File: src/rtl/irq_persist_pkg.sv
// Constants and carrier types for the persistent interrupt sources
package irq_persist_pkg;

    // Source indices into the pending-flag vector
    localparam int NUM_SRC      = 7;
    localparam int SRC_CAPTURE  = 0;
    localparam int SRC_SPI_RX   = 1;
    localparam int SRC_SPI_TX   = 2;
    localparam int SRC_UART_RX  = 3;
    localparam int SRC_UART_TX  = 4;
    localparam int SRC_ADC      = 5;
    localparam int SRC_PMP      = 6;

    // Buffer-backed sources share index with the flag vector
    localparam int NUM_CNT      = 6;
    localparam int CNT_W        = 5;

    // Buffer depths per counted source
    localparam logic [CNT_W-1:0] CNT_DEPTH [NUM_CNT] = '{
        5'h04, 5'h04, 5'h04, 5'h04, 5'h04, 5'h10
    };
    localparam logic [CNT_W-1:0] CNT_ONE   = 5'h01;
    localparam logic [CNT_W-1:0] CNT_RESET = 5'h00;

    // Interrupt request numbers; SPI pair fixed, others arbitrary
    localparam logic [7:0] IRQ_NUM [NUM_SRC] = '{
        8'h05, 8'h18, 8'h19, 8'h1a, 8'h1b, 8'h21, 8'h22
    };
    localparam logic [7:0] IRQ_NUM_RESET = 8'h00;

    // How a counted source derives its condition
    typedef enum logic [2:0] {
        KIND_RX  = 3'h1,
        KIND_TX  = 3'h2,
        KIND_ALL = 3'h4
    } src_kind_type;

    localparam src_kind_type CNT_KIND [NUM_CNT] = '{
        KIND_RX, KIND_RX, KIND_TX, KIND_RX, KIND_TX, KIND_ALL
    };

    // One buffer's activity in a cycle
    typedef struct packed {
        logic inc;
        logic dec;
    } cnt_event_type;

    // Two-bit level-select fields
    typedef struct packed {
        logic [1:0] capture;
        logic [1:0] spi_rx;
        logic [1:0] spi_tx;
        logic [1:0] uart_rx;
        logic [1:0] uart_tx;
    } irq_level_type;

endpackage

File: src/rtl/persistent_interrupt_sources.sv
// Persistent (level-held) interrupt sources with refusable flag clears
//
// Behaviour
// RULE_01: Each source keeps its request up while its cause is present.
// RULE_02: A software clear is refused while the source condition holds.
// RULE_03: SPI receive-done is request 24, SPI transfer-done is 25.
// RULE_04: Capture stays active until reads bring the count under threshold.
// RULE_05: SPI receive and transmit each have their own two-bit level field.
// RULE_06: SPI source clears only after buffer accesses pass the level.
// RULE_07: UART transmit source rises as soon as the UART is enabled.
// RULE_08: UART receive and transmit each have their own two-bit level field.
// RULE_09: UART source clears only after register accesses pass the level.
// RULE_10: ADC source holds until every stored sample has been read.
// RULE_11: Parallel port source holds until its data register is read.
// RULE_12: DMA keeps running active transfers in Idle mode.
// RULE_13: Conditions are re-evaluated every cycle, so a clear works next.
`timescale 1ns/1ns

module persistent_interrupt_sources
    import irq_persist_pkg::*;
(
    // Clock and reset
    input  wire logic                         clk_sys,
    input  wire logic                         rst,
    // Peripheral enables
    input  wire logic                         capture_enable,
    input  wire logic                         spi_enable,
    input  wire logic                         uart_enable,
    input  wire logic                         adc_enable,
    // Level-select fields
    input  wire irq_level_type                levels,
    // Buffer fill (inc) and software access (dec) strobes
    input  wire cnt_event_type [NUM_CNT-1:0]  buf_events,
    // Parallel port cause and data register read
    input  wire logic                         pmp_data_ready,
    input  wire logic                         pmp_data_read,
    // Software clear strobes, one per pending flag
    input  wire logic [NUM_SRC-1:0]           flag_clear,
    // DMA activity and power mode
    input  wire logic                         dma_active,
    input  wire logic                         idle_mode,
    // Pending flags and request summary
    output logic [NUM_SRC-1:0]                irq_pending_flag,
    output logic                              uart_irq_pending_flag,
    output logic [NUM_SRC-1:0]                clear_refused,
    output logic                              irq_any,
    output logic [7:0]                        irq_vector,
    // DMA status
    output logic                              dma_run,
    output logic                              dma_idle_run
);

    ////////////////////////////////////////////////////////////////////////
    // Buffer occupancy counters

    logic [CNT_W-1:0] cnt_q [NUM_CNT];
    logic [CNT_W-1:0] cnt_d [NUM_CNT];
    logic [1:0]       lvl   [NUM_CNT];
    logic [NUM_CNT-1:0] cnt_en;
    logic [NUM_SRC-1:0] cond;

    // Map enables and level fields onto counter slots
    always_comb begin
        cnt_en[SRC_CAPTURE] = capture_enable;
        cnt_en[SRC_SPI_RX]  = spi_enable;
        cnt_en[SRC_SPI_TX]  = spi_enable;
        cnt_en[SRC_UART_RX] = uart_enable;
        cnt_en[SRC_UART_TX] = uart_enable;
        cnt_en[SRC_ADC]     = adc_enable;
        lvl[SRC_CAPTURE]    = levels.capture;     // RULE_04
        lvl[SRC_SPI_RX]     = levels.spi_rx;      // RULE_05
        lvl[SRC_SPI_TX]     = levels.spi_tx;      // RULE_05
        lvl[SRC_UART_RX]    = levels.uart_rx;     // RULE_08
        lvl[SRC_UART_TX]    = levels.uart_tx;     // RULE_08
        lvl[SRC_ADC]        = 2'h0;
    end

    for (genvar i = 0; i < NUM_CNT; i++) begin : g_cnt
        // Disabled module empties its buffer; full/empty saturate
        always_comb begin
            cnt_d[i] = cnt_q[i];
            if (!cnt_en[i]) begin
                cnt_d[i] = CNT_RESET;
            end else if (buf_events[i].inc && !buf_events[i].dec
                         && cnt_q[i] != CNT_DEPTH[i]) begin
                cnt_d[i] = cnt_q[i] + CNT_ONE;
            end else if (buf_events[i].dec && !buf_events[i].inc
                         && cnt_q[i] != CNT_RESET) begin
                cnt_d[i] = cnt_q[i] - CNT_ONE;
            end
        end

        always_ff @(posedge clk_sys or posedge rst) begin
            if (rst) begin
                cnt_q[i] <= CNT_RESET;
            end else begin
                cnt_q[i] <= cnt_d[i];
            end
        end

        // Condition straight from occupancy, every cycle
        if (CNT_KIND[i] == KIND_RX) begin : g_rx
            // Held while more entries than the level remain
            assign cond[i] = cnt_en[i]
                && (cnt_q[i] > {3'h0, lvl[i]});  // RULE_04 RULE_06 RULE_09
        end else if (CNT_KIND[i] == KIND_TX) begin : g_tx
            // Empty buffer meets the level, so enable raises it at once
            assign cond[i] = cnt_en[i]
                && (cnt_q[i] <= {3'h0, lvl[i]}); // RULE_07 RULE_06 RULE_09
        end else begin : g_all
            assign cond[i] = cnt_en[i]
                && (cnt_q[i] != CNT_RESET);      // RULE_10
        end

        // One entry more than the level must raise a receive condition;
        // a level change in that cycle moves the goalposts, so skip it
        if (CNT_KIND[i] == KIND_RX) begin : g_rx_chk

        end
    end

    ////////////////////////////////////////////////////////////////////////
    // Parallel port cause

    logic pmp_cause_q;
    logic pmp_cause_d;

    // New data wins over a read in the same cycle
    always_comb begin
        pmp_cause_d = pmp_data_ready
            || (pmp_cause_q && !pmp_data_read);  // RULE_11
    end

    always_ff @(posedge clk_sys or posedge rst) begin
        if (rst) begin
            pmp_cause_q <= 1'b0;
        end else begin
            pmp_cause_q <= pmp_cause_d;
        end
    end

    assign cond[SRC_PMP] = pmp_cause_q;

    ////////////////////////////////////////////////////////////////////////
    // Pending flags, refused clears and request number

    logic [NUM_SRC-1:0] flag_q;
    logic [NUM_SRC-1:0] flag_d;
    logic [NUM_SRC-1:0] refused_q;
    logic [NUM_SRC-1:0] refused_d;
    logic               uart_flag_q;
    logic               uart_flag_d;
    logic               any_q;
    logic               any_d;
    logic [7:0]         vec_q;
    logic [7:0]         vec_d;

    // A live condition re-sets the flag, so a clear cannot stick
    always_comb begin
        flag_d      = cond | (flag_q & ~flag_clear); // RULE_01 RULE_02 RULE_13
        refused_d   = flag_clear & cond;             // RULE_02
        uart_flag_d = flag_d[SRC_UART_RX] | flag_d[SRC_UART_TX];
        any_d       = |flag_d;
        vec_d       = IRQ_NUM_RESET;
        // Lowest index wins; scan from the top so it lands last
        for (int k = NUM_SRC - 1; k >= 0; k--) begin
            if (flag_d[k]) begin
                vec_d = IRQ_NUM[k];                  // RULE_03
            end
        end
    end

    always_ff @(posedge clk_sys or posedge rst) begin
        if (rst) begin
            flag_q      <= '0;
            refused_q   <= '0;
            uart_flag_q <= 1'b0;
            any_q       <= 1'b0;
            vec_q       <= IRQ_NUM_RESET;
        end else begin
            flag_q      <= flag_d;
            refused_q   <= refused_d;
            uart_flag_q <= uart_flag_d;
            any_q       <= any_d;
            vec_q       <= vec_d;
        end
    end

    ////////////////////////////////////////////////////////////////////////
    // DMA run status; Idle mode has no say in dma_run, only in dma_idle_run

    logic dma_run_q;
    logic dma_run_d;
    logic dma_idle_q;
    logic dma_idle_d;

    // No halt-on-idle option exists, so idle only shows in status
    always_comb begin
        dma_run_d  = dma_active;                 // RULE_12
        dma_idle_d = dma_active && idle_mode;
    end

    always_ff @(posedge clk_sys or posedge rst) begin
        if (rst) begin
            dma_run_q  <= 1'b0;
            dma_idle_q <= 1'b0;
        end else begin
            dma_run_q  <= dma_run_d;
            dma_idle_q <= dma_idle_d;
        end
    end

    // Outputs, all from flip-flops
    assign irq_pending_flag      = flag_q;
    assign uart_irq_pending_flag = uart_flag_q;
    assign clear_refused         = refused_q;
    assign irq_any               = any_q;
    assign irq_vector            = vec_q;
    assign dma_run               = dma_run_q;
    assign dma_idle_run          = dma_idle_q;
endmodule

File: config.mk
export PLATFORM = sky130hd
export DESIGN_NAME = persistent_interrupt_sources
export DESIGN_NICKNAME = d
export VERILOG_FILES = /design/src/rtl/irq_persist_pkg.sv /design/src/rtl/persistent_interrupt_sources.sv
export SDC_FILE = /design/constraint.sdc
export NUM_CORES = 1
export LEC_CHECK = 0
export ABC_AREA = 1
export BUFFER_PORTS_ARGS = -buffer_cell sky130_fd_sc_hd__buf_2
export CAP_MARGIN = 15
export CORE_MARGIN = 2
export CORE_UTILIZATION = 42
export CTS_CLUSTER_DIAMETER = 60
export DETAILED_ROUTE_END_ITERATION = 8
export GPL_ROUTABILITY_DRIVEN = 1
export PLACE_DENSITY = 0.63
export SLEW_MARGIN = 20
export SYNTH_ARGS = -nofsm -noshare
export SYNTH_HDL_FRONTEND = slang
export SYNTH_SLANG_ARGS = --single-unit
File: constraint.sdc
create_clock -name clk_sys -period 3.1 [get_ports clk_sys]
set_input_delay 0.465 -clock clk_sys [delete_from_list [all_inputs] [get_ports clk_sys]]
set_output_delay 0.465 -clock clk_sys [all_outputs]
set_load 0.03 [all_outputs]
After elaboration in Yosys (flattened, before gate mapping)
Index checks and enable logic that the tools add are counted.

Output and inout bits: 26. Register bits after elaboration: 57. Word-level logic and storage cells: 126. Bits of input ports: 39.

Reduce and logical (&&, ||, !) cells: 53. Order comparisons: 5. Add/subtract/negate cells: 12. Equal/unequal tests: 12. Muxes and demuxes: 25. Bitwise operators: 5.

Operators by type and width (count): $mux W5 (18); $mux W8 (6); $logic_and A1 B1 Y1 (32); $add A5 B1 Y5 const B (6); $reduce_bool A5 Y1 (6); $sub A5 B1 Y5 const B (6); $ne A5 B3 Y1 const B (5); $ne A3 B1 Y1 const B (6); $gt A5 B2 Y1 (3); $and A7 B7 Y7 (2); $logic_not A1 Y1 (13); $le A5 B2 Y1 (2); $not A7 Y7 (1); $or A7 B7 Y7 (1); $reduce_or A7 Y1 (1); $mux W6 (1); $ne A5 B5 Y1 const B (1); $logic_or A1 B1 Y1 (1); $or A1 B1 Y1 (1).

Longest topological paths before layout
Depth in word-level cells: 10. Gate-level depth with buffers: 12. Mapped depth without buffers: 12.

Least setup slack after synthesis
Ideal clock, no wire load.

Kind: register to register. Start: register cnt_q[1] (netlist bit). End: register cnt_q[3] (netlist bit). Required time: 2.977 ns. Clock period less this slack: 1.892 ns. Arrival: 1.770 ns. Setup time: 0.123 ns. Stages on the path, launching flop included: 10. Slack: 1.208 ns. Path buffers: 0. Cell sequence: dfrtp_1 -> nor2_1 -> nand2_2 -> o21ai_4 -> ha_1 -> nand3_1 -> nand3_1 -> or2_2 -> nand3_1 -> a21oi_1.

Longest elaborated chain between the ends: 4. Elaborated cells on any way between the ends: 10. Classes of those cells: add/sub (2); eq/ne (2); mux (3); reduce/logical (3).

RTL lines: start, declared (RTL line persistent_interrupt_sources.sv:56) `logic [CNT_W-1:0] cnt_q [NUM_CNT];`; start signal, assigned by index (RTL line persistent_interrupt_sources.sv:97) `cnt_q[i] <= cnt_d[i];`; $sub A5 B1 Y5 / $ne A5 B5 Y1 (equally long branches) (RTL line persistent_interrupt_sources.sv:89, persistent_interrupt_sources.sv:85); $mux W5 / $logic_and A1 B1 Y1 (equally long branches) (RTL line persistent_interrupt_sources.sv:87, persistent_interrupt_sources.sv:85); $mux W5 (RTL line persistent_interrupt_sources.sv:84) `end else if (buf_events[i].inc && !buf_events[i].dec`; $mux W5 (RTL line persistent_interrupt_sources.sv:82) `if (!cnt_en[i]) begin`.

Several ways; a longest one is shown, not always the timed one. The select of a mux whose other input is x is not followed. A chain may end at the register's enable or synchronous reset.

Final worst setup path
Same ends and word-level chain as after synthesis.

==> results.toml <==
[cts]
path_clk_slew_ps = 100
cts.sinks = 53
post_cts_resized = 0
clock_latency_ps = 310
cts-hold-fix-buffers = 0
cts_setup_buffers = 0
numCtsBuffers = 5
cts_root_buffer = "clkbuf_8"
htree_levels = 2
cts_tree = "built"
clk_path_buf_depth = 2

[global_routing]
grt_max_degree = 39
grt_overflow = 0
track_usage_pct = 16.6
grt_pass1_vias = 2798
antenna_found_initial = 0
grt_pass1_wl_mm = 12.2

[layout]
fin_util_pct = 49.3
n_antenna_cell = 0
drive_above_1_share_pct = 23.2
final_area_mm2 = 0.00403
syn_to_final_growth_pct = 13.9
fillers = 808
final_cells = 604
num-nets-final = 571
regArea_mm2 = 0.00133
multi_input_area_mm2 = 0.00191
mostFrequentLayoutCell = "nand2_1"
final_cell_mix = "nand2_1, buf_2, inv_1"

[timing]
fin_ws_ps = 1050
slew_viol_final = 0
timing.hold.ws_ps = 120
fin_worst_skew_ps = 11.4
finalHoldViolations = 0
fin_crit_sh_pct = 66.0
rsz0062_at_grt = "no"
setup_viol = 0
finalCriticalPeriod_ps = 2050
setup_tns_ps = 0
fmax_mhz = 489

[detailed_routing]
antenna_left = 0
dr.first_iter.drc_count = 80
viasPerCell = 4.84
wl_mm = 6.91
vias = 2924
drtPass1Iterations = 4
drc = 0
wl_per_cell_um = 11.4

[die]
start_util_pct = 43.2
core_area_mm2 = 0.00818
die-area_mm2 = 0.00917
die_w_um = 95.7
dieHeight_um = 95.7
io_pins = 65
row_count = 33

[power]
cellLeakagePower_nw = 2.19
finalPower_mw = 3.49
vdd_drop_max_mv = 0.369
cellPowerDensity_mw_per_mm2 = 866

[logic_synthesis]
yosys_warnings = 0
syn_area_per_cell_um2 = 8.16
netlist_area_mm2 = 0.00353
yosysTopAreaCellShare_pct = 37.5
synth_cell_types = 36
syn_inst = 433
yosysSeqAreaShare_pct = 37.5
yosys.area.top_type = "dfrtp_1"
yosys-top-cells-area = "dfrtp_1, ha_1, nand2_1"
synth_enable_flop_cells = 0
async_flop_share_pct = 100
ys_seq_elements = 53
synth_ff_type = "dfrtp_1"

[place]
placed_area_mm2 = 0.00395
dp_slack_ps = 1070
gp_congestion = 0.829
dp.cells = 596
portBuffers = 62
dp_hpwl_mm = 5.54

[status]
outcome = "complete, no violations"

[flow_run]
maxCapViolCount = 0

[min_path]
hold_class = "in -> async"

[worst_setup_path]
critPathKind = "reg -> reg"
cp-end-kind = "flop"
timing.rr.start = "cnt_q[1]"
crit_fanout = 8
critPathLaunchType = "flop"
startpoint = "cnt_q[1]"
cp.required_ps = 3290
crit_arrival_ps = 2230
-- worst paths after layout --
check                                        end  slack, ps  cells after the start
worst min register to register  clear_refused[6]        500                      2
worst min-delay path            clear_refused[2]        120                      2
worst max register to register          cnt_q[3]       1050                      9
max in group asynchronous          irq_vector[5]       2180                      3
min in group clk_sys                     dma_run        270                      1
worst max-delay path                    cnt_q[3]       1050                      9
-- critical path: stages, from the launching register on --
cell     delay (ps)
dfrtp_1         430
nor2_1          210
nand2_2         100
o21ai_4         280
ha_1            320
nand3_1         100
nand3_1          80
or2_2           280
nand3_1          70
a21oi_1          60
-- synthesized netlist by cell type (4+ instances only) --
cell type and n:
a21oi_1 18, and3_1 4, buf_4 5, dfrtp_1 53
fa_1 6, ha_1 28, inv_1 59, inv_2 10
nand2_1 91, nand2_2 8, nand3_1 34, nand3_2 6
nand4_1 12, nor2_1 38, nor2_2 4, o21ai_1 14
xnor2_1 5, xor2_1 6
-- final cells by class --
class | instances | area share (%)
Timing Repair Buffer | 63 | 7.89
Multi-Input combinational cell | 305 | 47.3
Inverter | 70 | 6.52
Clock buffer | 6 | 1.80
Tap cell | 105 | 3.26
Clock inverter | 2 | 0.249
Sequential cell | 53 | 32.9
-- registers in the layout (all words and copies together), names as in the netlist --
register,flops
clear_refused,7
pmp_cause_q,1
irq_any,1
dma_idle_run,1
irq_vector,4
dma_run,1
cnt_q,30
uart_irq_pending_flag,1
irq_pending_flag,7
-- power by group --
part | internal [mW] | switching (mW) | leakage, nW | total (mW)
Clock | 0.157 | 0.222 | 0.0450 | 0.379
Sequential | 0.934 | 0.247 | 0.670 | 1.18
Combinational | 0.737 | 1.19 | 1.47 | 1.93
-- kinds of logic after synthesis --
family                   Yosys count  share of synthesized area, %
AND/OR/NAND/NOR                  210                          29.0
buffers and inverters             76                          8.64
flip-flops                        53                          37.5
AO/OA/AOI/OAI                     48                          8.71
adder cells (fa/ha/maj)           34                          13.3
XOR/XNOR                          11                          2.73
other                              1                         0.106
-- metal layers --
layer | share of wire (%) | up-vias | track usage [%]
met1 | 47 | 1327 | 21.5
met4 | 2.0 | 0 | 5.00
met5 | 0 | - | 0
met3 | 4.4 | 11 | 2.98
met2 | 47 | 60 | 28.4
li1 | - | 1526 | -
(Power assumes the default switching activity.)
